[src/hw/lfs_pkg.sv]
package lfs_pkg;
   // timebase
   localparam int CLK_KHZ = 10_000;
   localparam int US_PER_MS = 1000;
   localparam int AUX_TIMEOUT_MS = 90;
   localparam int RECOVER_MS = 4000;
   localparam int FOLD_STEP_US = 100;
   localparam int AUX_CYCLES = AUX_TIMEOUT_MS * CLK_KHZ;
   localparam int RECOVER_CYCLES = RECOVER_MS * CLK_KHZ;
   localparam int FOLD_STEP_CYCLES = FOLD_STEP_US * CLK_KHZ / US_PER_MS;
   // protection counts
   localparam int WSC_TRIP_COUNT = 4;
   localparam logic [2:0] WSC_TRIP = 3'h4;
   // reference codes, one lsb per mV
   localparam logic [7:0] REF_NOMINAL = 8'hFA;
   localparam logic [7:0] REF_FLOOR = 8'h7D;
   localparam logic [7:0] REF_STEP = 8'h01;
   localparam logic [7:0] SP_DELTA = 8'h10;
   // valley choice
   localparam logic [2:0] VALLEY_LOW_LINE = 3'h1;
   localparam logic [2:0] VALLEY_HIGH_LINE = 3'h2;
   localparam logic [2:0] VALLEY_LIGHT_EXTRA = 3'h2;
   localparam logic [2:0] VALLEY_ONE = 3'h1;
   // synchronised pin positions
   localparam int P_CS_LIMIT = 0;
   localparam int P_CS_WSC = 1;
   localparam int P_CS_SETPT = 2;
   localparam int P_CS_BAD = 3;
   localparam int P_VALLEY = 4;
   localparam int P_ZCD_OK = 5;
   localparam int P_VCC_OVP = 6;
   localparam int P_SD_FOLD = 7;
   localparam int P_SD_STOP = 8;
   localparam int P_SD_SHUT = 9;
   localparam int P_OVERHEAT = 10;
   localparam int P_BROWN = 11;
   localparam int P_GND_FLOAT = 12;
   localparam int P_SUPPLY = 13;
   localparam int P_OTA_SINK = 14;
   localparam int P_DIM_FULL = 15;
   localparam int P_LINE_HIGH = 16;
   localparam int P_LIGHT = 17;
   localparam int P_LATCH = 18;
   localparam int P_LINE_ZERO = 19;
   localparam int NPINS = 20;

   typedef enum logic [3:0] {
      ST_OFF = 4'h1,
      ST_RUN = 4'h2,
      ST_WAIT = 4'h4,
      ST_LATCH = 4'h8
   } lfs_state_e;
endpackage : lfs_pkg

[src/hw/lfs_sync.sv]
`timescale 1ns/1ps
module lfs_sync #(
   parameter int W = 1
) (
   input wire logic sys_clk,
   input wire logic rst_n,
   input wire logic [W-1:0] async_in,
   output logic [W-1:0] sync_out
);
   typedef struct packed {
      logic [W-1:0] s1;
      logic [W-1:0] s2;
   } lfs_sync_s;

   lfs_sync_s q;
   lfs_sync_s d;

   // first stage feeds only the second
   always_comb begin
      d.s1 = async_in;
      d.s2 = q.s1;
   end

   always_ff @(posedge sys_clk or negedge rst_n) begin
      if (!rst_n) begin
         q <= '0;
      end else begin
         q <= d;
      end
   end

   assign sync_out = q.s2;
endmodule : lfs_sync

[src/hw/lfs_fault_seq.sv]
`timescale 1ns/1ps
module lfs_fault_seq
   import lfs_pkg::*;
#(
   parameter int AUX_CYC = AUX_CYCLES,
   parameter int RECOVER_CYC = RECOVER_CYCLES,
   parameter int FOLD_CYC = FOLD_STEP_CYCLES
) (
   input wire logic sys_clk,
   input wire logic rst_n,
   input wire logic cs_over_limit,
   input wire logic cs_over_wsc,
   input wire logic cs_over_setpoint,
   input wire logic cs_pin_fault,
   input wire logic valley_sense_input,
   input wire logic valley_sense_above_short,
   input wire logic vcc_overvoltage,
   input wire logic thermal_shutdown_input,
   input wire logic thermal_stop_level,
   input wire logic shutdown_pin_fault,
   input wire logic die_overheat_fault,
   input wire logic brown_out,
   input wire logic gnd_floating,
   input wire logic supply_above_start,
   input wire logic ota_sinking,
   input wire logic dim_input,
   input wire logic line_high,
   input wire logic light_load,
   input wire logic latch_variant,
   input wire logic line_zero,
   input wire logic [7:0] dim_level,
   input wire logic [7:0] comp_code,
   output logic gate_drive,
   output logic comp_ground,
   output logic comp_boost,
   output logic [7:0] current_reference,
   output logic [7:0] current_setpoint,
   output logic [2:0] valley_select,
   output logic aux_short_fault,
   output logic recovery_wait,
   output logic fault_latched
);
   localparam int AUX_W = $clog2(AUX_CYC + 1);
   localparam int WAIT_W = $clog2(RECOVER_CYC + 1);
   localparam int FOLD_W = $clog2(FOLD_CYC + 1);
   localparam logic [AUX_W-1:0] AUX_LAST = AUX_W'(AUX_CYC - 1);
   localparam logic [WAIT_W-1:0] WAIT_LAST = WAIT_W'(RECOVER_CYC - 1);
   localparam logic [FOLD_W-1:0] FOLD_LAST = FOLD_W'(FOLD_CYC - 1);

   typedef struct packed {
      lfs_state_e st;
      logic strap_done;
      logic latch_mode;
      logic vp_prev;
      logic lz_prev;
      logic [AUX_W-1:0] aux_cnt;
      logic [WAIT_W-1:0] wait_cnt;
      logic [FOLD_W-1:0] fold_tick;
      logic [2:0] wsc_cnt;
      logic wsc_seen;
      logic [7:0] fold_ref;
      logic [7:0] cur_ref;
      logic [7:0] setpoint;
      logic [7:0] lock_sp;
      logic lock_line;
      logic lock_light;
      logic [2:0] valley;
      logic [2:0] valley_cnt;
      logic drv;
      logic comp_gnd;
      logic boost;
      logic aux_fault;
      logic latched;
      logic in_wait;
   } lfs_core_s;

   logic [NPINS-1:0] pin_raw;
   logic [NPINS-1:0] pin;
   lfs_core_s q;
   lfs_core_s d;

   assign pin_raw = {line_zero, latch_variant, light_load, line_high, dim_input,
                     ota_sinking, supply_above_start, gnd_floating, brown_out,
                     die_overheat_fault, shutdown_pin_fault, thermal_stop_level,
                     thermal_shutdown_input, vcc_overvoltage, valley_sense_above_short,
                     valley_sense_input, cs_pin_fault, cs_over_setpoint, cs_over_wsc,
                     cs_over_limit};

   lfs_sync #(.W(NPINS)) u_sync (
      .sys_clk(sys_clk),
      .rst_n(rst_n),
      .async_in(pin_raw),
      .sync_out(pin)
   );

   logic vp_rise;
   logic lz_rise;
   logic halt;
   logic gnd_req;
   logic cycle_end;
   logic relock;
   logic [15:0] dim_prod;
   logic [7:0] sp_diff;
   logic [2:0] valley_next;
   logic [2:0] valley_base;

   always_comb begin
      d = q;
      vp_rise = pin[P_VALLEY] & ~q.vp_prev;
      lz_rise = pin[P_LINE_ZERO] & ~q.lz_prev;
      d.vp_prev = pin[P_VALLEY];
      d.lz_prev = pin[P_LINE_ZERO];

      // variant strap followed until the first start from off
      // the sync flops read zero just after reset, so an early grab is wrong
      if (!q.strap_done) begin
         d.latch_mode = pin[P_LATCH];
         d.strap_done = (q.st != ST_OFF) ? 1'b1 : 1'b0;
      end

      // slow ramp so the loop is not kicked by a step in reference
      if (q.fold_tick == FOLD_LAST) begin
         d.fold_tick = '0;
         if (pin[P_SD_FOLD] && q.fold_ref > REF_FLOOR) begin
            d.fold_ref = q.fold_ref - REF_STEP;
         end else if (!pin[P_SD_FOLD] && q.fold_ref < REF_NOMINAL) begin
            d.fold_ref = q.fold_ref + REF_STEP;
         end
      end else begin
         d.fold_tick = q.fold_tick + FOLD_W'(1);
      end

      dim_prod = q.fold_ref * dim_level;
      // reset value held until strap_done is set by the first start from off
      if (q.strap_done) begin
         d.cur_ref = pin[P_DIM_FULL] ? q.fold_ref : dim_prod[15:8];
      end

      // one sample per half-line cycle drops the ripple
      if (lz_rise) begin
         d.setpoint = comp_code;
      end

      // hysteresis on the setpoint keeps the valley from hunting
      sp_diff = (q.setpoint > q.lock_sp) ? q.setpoint - q.lock_sp : q.lock_sp - q.setpoint;
      relock = (sp_diff > SP_DELTA) || (pin[P_LINE_HIGH] != q.lock_line)
               || (pin[P_LIGHT] != q.lock_light);
      valley_base = pin[P_LINE_HIGH] ? VALLEY_HIGH_LINE : VALLEY_LOW_LINE;
      valley_next = pin[P_LIGHT] ? valley_base + VALLEY_LIGHT_EXTRA : valley_base;
      if (relock) begin
         d.lock_sp = q.setpoint;
         d.lock_line = pin[P_LINE_HIGH];
         d.lock_light = pin[P_LIGHT];
         d.valley = valley_next;
      end

      // these hold the gate low only while present, no recovery wait
      halt = pin[P_CS_BAD] | pin[P_SD_STOP] | pin[P_OVERHEAT] | pin[P_BROWN]
             | pin[P_GND_FLOAT];
      gnd_req = pin[P_OVERHEAT] | pin[P_BROWN] | pin[P_GND_FLOAT];
      cycle_end = 1'b0;

      unique case (q.st)
         ST_OFF: begin
            d.drv = 1'b0;
            d.comp_gnd = 1'b1;
            d.boost = 1'b0;
            // values held across the retry, only rst_n clears them
            if (pin[P_SUPPLY] && !pin[P_BROWN] && !pin[P_GND_FLOAT]) begin
               d.st = ST_RUN;
               d.comp_gnd = 1'b0;
               d.boost = 1'b1;
            end
         end
         ST_RUN: begin
            d.comp_gnd = gnd_req;
            if (pin[P_OTA_SINK]) begin
               d.boost = 1'b0;
            end
            if (pin[P_ZCD_OK]) begin
               d.aux_cnt = '0;
            end else begin
               d.aux_cnt = q.aux_cnt + AUX_W'(1);
            end
            if (q.drv && pin[P_CS_WSC]) begin
               d.wsc_seen = 1'b1;
            end
            // valley edges during the on-time are ignored
            if (q.drv) begin
               // pin sync makes this cut two to three cycles late
               if (pin[P_CS_LIMIT] || pin[P_CS_SETPT] || halt) begin
                  d.drv = 1'b0;
                  cycle_end = 1'b1;
               end
            end else if (!halt && vp_rise) begin
               if (q.valley_cnt + VALLEY_ONE >= q.valley) begin
                  d.drv = 1'b1;
                  d.valley_cnt = '0;
               end else begin
                  d.valley_cnt = q.valley_cnt + VALLEY_ONE;
               end
            end
            if (cycle_end) begin
               d.wsc_seen = 1'b0;
               if (q.wsc_seen || pin[P_CS_WSC]) begin
                  d.wsc_cnt = (q.wsc_cnt == WSC_TRIP) ? q.wsc_cnt : q.wsc_cnt + 3'h1;
               end else begin
                  d.wsc_cnt = '0;
               end
            end
            if (pin[P_SD_SHUT] || q.wsc_cnt == WSC_TRIP) begin
               d.st = q.latch_mode ? ST_LATCH : ST_WAIT;
               d.latched = q.latch_mode;
            end else if (q.aux_cnt == AUX_LAST && !pin[P_ZCD_OK]) begin
               d.st = ST_WAIT;
               d.aux_fault = 1'b1;
            end else if (pin[P_VCC_OVP]) begin
               d.st = ST_WAIT;
            end else if (!pin[P_SUPPLY]) begin
               d.st = ST_OFF;
            end
            if (d.st != ST_RUN) begin
               d.drv = 1'b0;
               d.comp_gnd = 1'b1;
               d.boost = 1'b0;
               d.wait_cnt = '0;
               d.wsc_cnt = '0;
               d.wsc_seen = 1'b0;
               // a fresh aux interval begins on every return to run
               d.aux_cnt = '0;
               d.valley_cnt = '0;
            end
         end
         ST_WAIT: begin
            d.drv = 1'b0;
            d.comp_gnd = 1'b1;
            if (q.wait_cnt == WAIT_LAST) begin
               d.st = ST_OFF;
               d.aux_fault = 1'b0;
               d.wait_cnt = '0;
            end else begin
               d.wait_cnt = q.wait_cnt + WAIT_W'(1);
            end
         end
         ST_LATCH: begin
            // only rst_n leaves this state
            d.drv = 1'b0;
            d.comp_gnd = 1'b1;
         end
         default: begin
            d.st = ST_OFF;
            d.drv = 1'b0;
            d.comp_gnd = 1'b1;
         end
      endcase
      // registered so the wait flag leaves a flop like the other outputs
      d.in_wait = (d.st == ST_WAIT) ? 1'b1 : 1'b0;
   end

   always_ff @(posedge sys_clk or negedge rst_n) begin
      if (!rst_n) begin
         q <= '0;
         q.st <= ST_OFF;
         q.comp_gnd <= 1'b1;
         q.fold_ref <= REF_NOMINAL;
         q.cur_ref <= REF_NOMINAL;
         q.valley <= VALLEY_LOW_LINE;
      end else begin
         q <= d;
      end
   end

   assign gate_drive = q.drv;
   assign comp_ground = q.comp_gnd;
   assign comp_boost = q.boost;
   assign current_reference = q.cur_ref;
   assign current_setpoint = q.setpoint;
   assign valley_select = q.valley;
   assign aux_short_fault = q.aux_fault;
   assign recovery_wait = q.in_wait;
   assign fault_latched = q.latched;
endmodule : lfs_fault_seq

[config.mk]
export PLATFORM = sky130hd
export DESIGN_NAME = lfs_fault_seq
export DESIGN_NICKNAME = d
export VERILOG_FILES = /design/src/hw/lfs_pkg.sv /design/src/hw/lfs_sync.sv /design/src/hw/lfs_fault_seq.sv
export SDC_FILE = /design/constraint.sdc
export NUM_CORES = 1
export LEC_CHECK = 0
export ABC_CLOCK_PERIOD_IN_PS = 14370
export BUFFER_PORTS_ARGS = -buffer_cell sky130_fd_sc_hd__buf_2
export CORE_AREA = 2 2 96 167
export DETAILED_ROUTE_END_ITERATION = 8
export DIE_AREA = 0 0 98 169
export GPL_TIMING_DRIVEN = 0
export PLACE_DENSITY = 0.88
export SYNTH_ARGS = -nofsm -noshare
export SYNTH_HDL_FRONTEND = slang
export SYNTH_SLANG_ARGS = --single-unit
[constraint.sdc]
create_clock -name sys_clk -period 14.37 [get_ports sys_clk]
set_clock_uncertainty 0.1 [all_clocks]
set_input_delay 2.874 -clock sys_clk [delete_from_list [all_inputs] [get_ports sys_clk]]
set_output_delay 2.874 -clock sys_clk [all_outputs]
set_load 0.05 [all_outputs]
==> results of run 1 <==
layout by cell type (no fill, tap or decap), drive strengths merged, types with 4 or more instances in the layout:
cell type	Yosys	layout
dfrtp	139	139
buf	33	96
nand2	94	94
o21ai	94	94
inv	75	77
ha	64	64
nor2	61	61
and2	52	52
a21oi	45	45
clkbuf	21	41
fa	38	38
nand3	28	28
and3	23	23
xnor2	22	22
a31oi	20	20
nand4	16	16
o31ai	15	15
dfstp	15	15
nor2b	11	11
nand2b	10	10
xor2	10	10
mux2i	10	10
nor3	10	10
mux2	8	8
a21o	7	7
o21bai	6	6
o211ai	5	5
o21a	5	5
a22o	5	5
nor4	5	5
clkinv	0	5
nor4b	5	5
or3	4	4
o22ai	4	4
clkinvlp	0	4
nand3b	4	4
sequential cells by signal, indices dropped and copies added, names as in the netlist:
name	flops
q	89
u_sync.d	20
u_sync.sync_out	20
current_reference	8
current_setpoint	8
valley_select	3
aux_short_fault	1
comp_boost	1
comp_ground	1
fault_latched	1
gate_drive	1
recovery_wait	1
synthesized netlist by cell type (all sizes together), types with 6 or more instances:
master | instances | area share, %
nand3 | 28 | 1.5
a21o | 7 | 0.54
nor2 | 61 | 2.4
o21ai | 94 | 4.9
and3 | 23 | 1.5
and2 | 52 | 3.4
xnor2 | 22 | 2.0
nor3 | 10 | 0.62
dfrtp | 139 | 36
mux2i | 10 | 1.0
buf | 33 | 2.4
nand4 | 16 | 1.0
nand2 | 94 | 3.7
ha | 64 | 8.3
nor2b | 11 | 0.71
inv | 75 | 2.9
nand2b | 10 | 0.65
fa | 38 | 7.9
xor2 | 10 | 0.91
o31ai | 15 | 1.2
dfstp | 15 | 4.1
clkbuf | 21 | 0.82
mux2 | 8 | 1.0
o21bai | 6 | 0.47
a21oi | 45 | 2.5
a31oi | 20 | 1.3
power breakdown:
part | total [mW] | switching [mW] | internal (mW)
Sequential | 0.460 | 0.0104 | 0.449
Clock | 0.435 | 0.186 | 0.249
Combinational | 0.162 | 0.0997 | 0.0625
stage by stage:
stage	instances	area, sq um
floorplan	996	9650
global placement	1244	10200
detailed placement	1245	10200
CTS	1277	10800
global route	1277	10800
finish	1277	10800
cells by family (layout without fill, tap and decap cells):
kind of cell / count (synthesis) / count (layout)
buf+inv: 129 / 224
xor+xnor: 32 / 32
mux: 18 / 18
fa+ha+maj: 102 / 102
flops: 154 / 154
simple gates: 336 / 336
compound gates: 225 / 225
final cells by class:
type                       instances  area [sq um]
sequential                       154          3870
inverter                          75           282
fill                            1134          4440
clock inverter                    12           118
timing repair buffer              63           344
tap                              186           233
buffer                            54           307
clock buffer                      20           457
multi-input combinational        713          5190
metal layers:
| layer | track usage, % | vias up | routed length [microns] |
|---|---|---|---|
| met3 | 5.28 | 83 | 911 |
| met2 | 52.6 | 287 | 12400 |
| li1 | - | 3595 | - |
| met1 | 29.1 | 3767 | 8030 |
| met4 | 14.6 | 0 | 889 |
| met5 | 0 | - | 0 |
worst reg2reg max path, stage by stage, from the launching register on:
cell and delay (ns):
dfstp_2 0.55, clkbuf_1 0.40, and2_1 0.23, fa_1 0.43
ha_1 0.30, inv_1 0.06, fa_1 0.53, inv_1 0.05
fa_1 0.47, ha_1 0.34, a21o_1 0.20, a311oi_1 0.49
o31ai_1 0.27, a31oi_1 0.30, nor2b_1 0.09, or3_1 0.30
a31oi_1 0.17
worst max path at each step:
stage                     depth (start not counted)                                to  slack [ns]
after floorplan                                  15  current_reference[7]$_DFFE_PN1P_        7.46
after global placement                           16  current_reference[7]$_DFFE_PN1P_        6.78
after detailed placement                         16  current_reference[7]$_DFFE_PN1P_        6.71
after CTS                                        16  current_reference[7]$_DFFE_PN1P_        7.16
after global routing                             16  current_reference[7]$_DFFE_PN1P_        6.93
final                                            16  current_reference[7]$_DFFE_PN1P_        7.18
==> run summary, run 1 <==
outcome -> finished, final reports clean
Yosys reg bits -> 154
drt pass-1 iters -> 8
CP startpoint -> dim_level[4]
minimum clock period -> 7.19 ns
root buffer cell -> clkbuf_16
CP Cell Sequence -> buf_2 -> and2_1 -> fa_1 -> fa_1 -> inv_1 -> fa_1 -> inv_1 -> fa_1 -> ha_1 -> a21o_1 -> a311oi_1 -> o31ai_1 -> a31oi_1 -> nor2b_1 -> or3_1 -> a31oi_1
unrepaired setup endpoints after global routing -> false
IO buf count -> 62
die width -> 98 microns
Final setup viols -> 0
worst-path fanout max -> 8
post-CTS setup buffer count -> 0
final setup margin -> 7.18 ns
cts hold-fix bufs -> 0
worst reg2reg path endpoint -> current_reference[7]$_DFFE_PN1P_
Worst R2R Setup Slack -> 9.00 ns
CTS tree -> yes
ys flop type -> dfrtp_1
CTS clk-pin slew, worst paths -> 0.07 ns
CTS H-tree lvls -> 4
Max-slew headroom -> 35.4%
Die Height -> 169 microns
fin crit share -> 50.0%
Synth warnings -> 0
Hold Path Stages -> 0
routed len/inst -> 17.4 microns
Worst Setup Start Kind -> input port
fin util -> 70.9%
Area growth syn-to-layout -> 11.9%
Total Power -> 1.06 mW
max cap viols -> 0
post-synthesis xor/xnor area fraction -> 2.90%
kind of critical path -> input port to register
n_diodes -> 0
Setup Slack @ Placement -> 6.71 ns
TritonCTS Buffers -> 17
crit path buf inv count -> 3
largest net degree at the start of global routing -> 95
Die Area -> 16600 sq um
EDFF count, synth -> 0
Post-Syn Area -> 9650 sq um
fin. max-slew vios -> 0
net count after synthesis -> 1136
Initial Utilization -> 63.3%
global-route wire length before repair -> 37300 microns
fraction of layout cells with a size suffix above 1 -> 14.5%
clk_lat worst skew -> 0.43 ns
post-detailed-route count of antenna-violating nets -> 0
vias in the first global route -> 8153
final net count -> 1218
Synth Area per Inst -> 9.69 sq um
fmax -> 139 MHz
Leak -> 5.21 nW
R2R depth -> 16
FP Rows -> 60
worst min path class -> register to register
GRT Util Overall -> 28.0%
Most common cell on crit path -> fa_1
Synth Area in Adders -> 16.2%
Longest Clk Path Bufs -> 2
CP arrival -> 7.44 ns
slowest CP cell -> fa_1
complex-gate fraction of the synthesized area -> 14.2%
WHS -> 0.244 ns
worst min-delay path startpoint -> u_sync.d[12]$_DFF_PN0_
DRC -> 0
setup total negative slack -> 0 ns
Worst VDD drop -> 0.0000664 V
via/cell ratio -> 6.05
main combinational cell family by area after synthesis -> simple AND/OR/NAND/NOR gates
multiplexer share of the synthesized area -> 2.05%
Core Area -> 15200 sq um
Hold Path Sink -> u_sync.sync_out[12]$_DFF_PN0_
Req. time, crit path -> 14.62 ns
slowest stage delay, CP -> 0.55 ns
register area share after synthesis -> 40.1%
synthesized instance count -> 996
Setup crit end kind -> register
initial DRC count -> 559
worst slew pin tran -> 0.956 ns
Pwr Density -> 97.9 nW/um^2
Post-CTS Resized -> 0
Placer Congestion -> 0.921
ys async rst share -> 100%
Crit path max-delay family -> adder cells
Final Hold Viols -> 0
number of primary I/O pins -> 63
Vias -> 7732
drt total wl -> 22200 microns
initial antenna violation count -> 0
Post-Synth Simple-Gate Area -> 18.4%
number of sinks on the clock net -> 154
post-DP HPWL -> 16000 microns
GR Overflow Total -> 0
Worst R2R Start -> q[41]$_DFFE_PN1P_
Distinct cells, synth -> 63
(Power assumes the default switching activity.)
==> run 2: changes to the inputs <==
Settings changed: ABC_CLOCK_PERIOD_IN_PS 14370 to 6300, CORE_AREA 2 2 96 167 to 2 2 103 179, DIE_AREA 0 0 98 169 to 0 0 105 181, PLACE_DENSITY 0.88 to 0.81.
Clock period 14.37 ns to 6.3 ns, I/O delays scaled along.
==> run summary, run 2 (synthesis gave the netlist of run 1 again) <==
outcome -> finished, final reports clean
worst slew pin tran -> 0.877 ns
Die Height -> 181 microns
GRT Util Overall -> 24.0%
most frequent cells in the layout -> 139 x dfrtp_1, 94 x nand2_1, 75 x inv_1
most common cell after layout, fill and taps aside -> dfrtp_1
slowest stage delay, CP -> 0.55 ns
CP Cell Sequence -> buf_2 -> and2_1 -> fa_1 -> fa_1 -> inv_1 -> fa_1 -> inv_1 -> fa_1 -> ha_1 -> a21o_1 -> a311oi_1 -> o31ai_1 -> a31oi_1 -> nor2b_1 -> or3_1 -> a31oi_1
worst min path class -> register to register
Worst Setup Start Kind -> input port
initial DRC count -> 516
Worst R2R Start -> q[41]$_DFFE_PN1P_
Placed Instances -> 1290
DRC -> 0
crit path buf inv count -> 3
CTS H-tree lvls -> 4
CTS clk-pin slew, worst paths -> 0.06 ns
GR Overflow Total -> 0
Die Area -> 19000 sq um
kind of critical path -> input port to register
clk_lat worst skew -> 0.42 ns
setup total negative slack -> 0 ns
number of sinks on the clock net -> 154
Post-CTS Resized -> 0
FP Rows -> 64
Placer Congestion -> 0.889
fmax -> 179 MHz
number of primary I/O pins -> 63
Setup Slack @ Placement -> 0.309 ns
Vias -> 7611
fin crit share -> 88.8%
minimum clock period -> 5.59 ns
Req. time, crit path -> 6.54 ns
final cell count without fillers -> 1322
drt total wl -> 21300 microns
drt pass-1 iters -> 6
post-DP HPWL -> 15800 microns
CP startpoint -> dim_level[4]
fraction of layout cells with a size suffix above 1 -> 14.3%
n_diodes -> 0
max reg flops -> 89
fillers -> 1508
max cap viols -> 0
Core Area -> 17500 sq um
placed cell area -> 10300 sq um
Leak -> 5.23 nW
via/cell ratio -> 5.76
post-detailed-route count of antenna-violating nets -> 0
cts hold-fix bufs -> 0
Final Cell Area -> 10900 sq um
Final Hold Viols -> 0
Max-slew headroom -> 40.7%
routed len/inst -> 16.1 microns
root buffer cell -> clkbuf_16
worst min-delay path startpoint -> u_sync.d[6]$_DFF_PN0_
Initial Utilization -> 55.3%
Setup crit end kind -> register
unrepaired setup endpoints after global routing -> false
post-CTS setup buffer count -> 0
area occupied by multi-input gates -> 5190 sq um
global-route wire length before repair -> 36900 microns
fin. max-slew vios -> 0
Top reg by flops -> q
Most common cell on crit path -> fa_1
Crit path max-delay family -> adder cells
Pwr Density -> 225 nW/um^2
TritonCTS Buffers -> 17
initial antenna violation count -> 0
die width -> 105 microns
largest net degree at the start of global routing -> 79
slowest CP cell -> fa_1
worst-path fanout max -> 8
CTS tree -> yes
Worst VDD drop -> 0.000195 V
Register Area -> 3870 sq um
CP arrival -> 5.84 ns
vias in the first global route -> 7886
IO buf count -> 62
final net count -> 1218
final setup margin -> 0.706 ns
Longest Clk Path Bufs -> 2
Area growth syn-to-layout -> 12.8%
WHS -> 0.244 ns
Final setup viols -> 0
## run 2: changes by cell type in the layout (fill, tap and decap cells not counted), sizes merged
cell      change
clkbuf        +6
bufinv        +1
clkinvlp      -2
clkinv        -3
inv           -2
## run 2: metal layers
layer / track usage [%] / up-vias / wire length (microns)
li1: - / 3591 / -
met1: 26.3 / 3779 / 8090
met2: 44.7 / 192 / 11800
met3: 4.22 / 49 / 722
met4: 10.5 / 0 / 644
met5: 0 / - / 0
## run 2: final timing paths
check / to / slack, ns / cells after the start
worst max-delay path: current_reference[7]$_DFFE_PN1P_ / 0.71 / 16
worst min-delay path: u_sync.sync_out[6]$_DFF_PN0_ / 0.24 / 0
worst max register to register: current_reference[7]$_DFFE_PN1P_ / 0.94 / 16
worst min register to register: u_sync.sync_out[6]$_DFF_PN0_ / 0.24 / 0
max in group asynchronous: current_reference[4]$_DFFE_PN1P_ / 4.49 / 2
min in group asynchronous: current_setpoint[5]$_DFFE_PN0P_ / 0.74 / 1
## run 2: area by class of cell
class                      instances  share of cell area (%)
buffer                            54                    2.82
clock buffer                      26                    4.77
clock inverter                     6                   0.781
inverter                          75                    2.59
multi-input combinational        713                    47.7
sequential                       154                    35.6
tap                              231                    2.65
timing repair buffer              63                    3.16
## run 2: where the power goes
group,internal (mW),switching [mW],leakage (nW),total [mW]
clock network,0.646,0.387,0.293,1.03
registers,1.03,0.0226,1.94,1.05
logic,0.143,0.224,2.99,0.367
## run 2: per-stage QoR
step                total power, mW  utilization, %
floorplan                      1.33               -
global route                   2.55            62.4
finish                         2.45            62.4
global placement               1.42            58.7
detailed placement             1.43            58.9
CTS                            2.47            62.4
==> run 3: changes to the inputs <==
Settings changed: BUFFER_PORTS_ARGS -buffer_cell sky130_fd_sc_hd__buf_2 to default, CORE_AREA 2 2 103 179 to 2 2 152 117, DIE_AREA 0 0 105 181 to 0 0 154 119, DONT_BUFFER_PORTS from default to 1.
==> run summary, run 3 (synthesis gave the netlist of run 1 again) <==
outcome -> finished, final reports clean
drt total wl -> 21200 microns
final net count -> 1155
minimum clock period -> 5.29 ns
Top reg by flops -> q
Worst R2R Setup Slack -> 1.03 ns
number of sinks on the clock net -> 154
most frequent cells in the layout -> 139 x dfrtp_1, 94 x nand2_1, 75 x inv_1
WHS -> 0.250 ns
CP Cell Sequence -> and2_1 -> fa_1 -> fa_1 -> inv_1 -> fa_1 -> inv_1 -> fa_1 -> ha_1 -> a21o_1 -> a311oi_1 -> o31ai_1 -> a31oi_1 -> nor2b_1 -> or3_1 -> a31oi_1
initial antenna violation count -> 0
setup total negative slack -> 0 ns
Final Cell Area -> 10500 sq um
via/cell ratio -> 5.84
initial DRC count -> 582
clk_lat worst skew -> 0.44 ns
Most common cell on crit path -> fa_1
n_diodes -> 0
slowest CP cell -> fa_1
max cap viols -> 0
worst-path fanout max -> 8
Core Area -> 17100 sq um
FP Rows -> 42
Req. time, crit path -> 6.58 ns
number of primary I/O pins -> 63
Setup Slack @ Placement -> 0.544 ns
Placer Congestion -> 0.895
drt pass-1 iters -> 6
post-CTS setup buffer count -> 0
post-DP HPWL -> 14800 microns
Pwr Density -> 230 nW/um^2
max reg flops -> 89
Worst VDD drop -> 0.000188 V
vias in the first global route -> 7201
Vias -> 7290
fraction of layout cells with a size suffix above 1 -> 9.34%
slowest stage delay, CP -> 0.54 ns
Area growth syn-to-layout -> 9.10%
unrepaired setup endpoints after global routing -> false
area occupied by multi-input gates -> 5190 sq um
CP arrival -> 5.57 ns
Register Area -> 3870 sq um
kind of critical path -> input port to register
Final setup viols -> 0
cts hold-fix bufs -> 0
global-route wire length before repair -> 35900 microns
CTS clk-pin slew, worst paths -> 0.07 ns
Worst Setup Start Kind -> input port
root buffer cell -> clkbuf_16
Max-slew headroom -> 36.8%
Placed Instances -> 1216
Die Height -> 119 microns
largest net degree at the start of global routing -> 155
fin crit share -> 84.0%
IO buf count -> 0
die width -> 154 microns
Leak -> 4.95 nW
worst slew pin tran -> 0.935 ns
final cell count without fillers -> 1248
Post-CTS Resized -> 0
fillers -> 1339
GRT Util Overall -> 24.5%
post-detailed-route count of antenna-violating nets -> 0
routed len/inst -> 17.0 microns
final setup margin -> 1.01 ns
Die Area -> 18300 sq um
Final Hold Viols -> 0
Initial Utilization -> 56.5%
most common cell after layout, fill and taps aside -> dfrtp_1
CTS H-tree lvls -> 4
fin. max-slew vios -> 0
placed cell area -> 9930 sq um
CTS tree -> yes
TritonCTS Buffers -> 17
Setup crit end kind -> register
fmax -> 189 MHz
Longest Clk Path Bufs -> 2
worst min path class -> register to register
DRC -> 0
GR Overflow Total -> 0
run 3: where the power goes:
part | switching [mW] | internal [mW] | total [mW]
logic | 0.195 | 0.127 | 0.322
registers | 0.0269 | 1.02 | 1.05
clock network | 0.481 | 0.569 | 1.05
total | 0.703 | 1.72 | 2.42
run 3: layer usage:
layer	share of wire, %	GRT usage, %	up-vias
met5	0	0	-
met4	2.4	9.46	0
met3	6.3	5.82	45
met2	46	37.7	228
met1	45	33.8	3553
li1	-	-	3464
run 3: worst max-delay path: cells and delay by family:
kind / cells / cell delay [ns]
AO/OA/AOI/OAI: 5 / 1.33
buffers and inverters: 2 / 0.12
adder cells (fa/ha/maj): 5 / 2.28
AND/OR/NAND/NOR: 3 / 0.57
run 3: cell type report:
class                      count  area share, %
multi-input combinational    713           49.3
sequential                   154           36.8
clock buffer                  17           4.04
buffer                        54           2.91
inverter                      75           2.67
tap                          220           2.61
clock inverter                15           1.69
run 3: worst paths after layout:
check,start,end,depth (start not counted)
worst min-delay path,u_sync.d[2]$_DFF_PN0_,u_sync.sync_out[2]$_DFF_PN0_,0
worst max-delay path,dim_level[4],current_reference[7]$_DFFE_PN1P_,15
max in group asynchronous,rst_n,valley_select[0]$_DFFE_PN1P_,0
worst min register to register,u_sync.d[2]$_DFF_PN0_,u_sync.sync_out[2]$_DFF_PN0_,0
worst max register to register,q[41]$_DFFE_PN1P_,current_reference[7]$_DFFE_PN1P_,16
min in group asynchronous,rst_n,q[73]$_DFFE_PN0P_,0
run 3: stage by stage:
step                power, mW  utilization (%)
floorplan                1.33                -
global placement         1.38             58.1
detailed placement       1.38             58.1
CTS                      2.43             61.6
global route             2.52             61.6
finish                   2.42             61.6
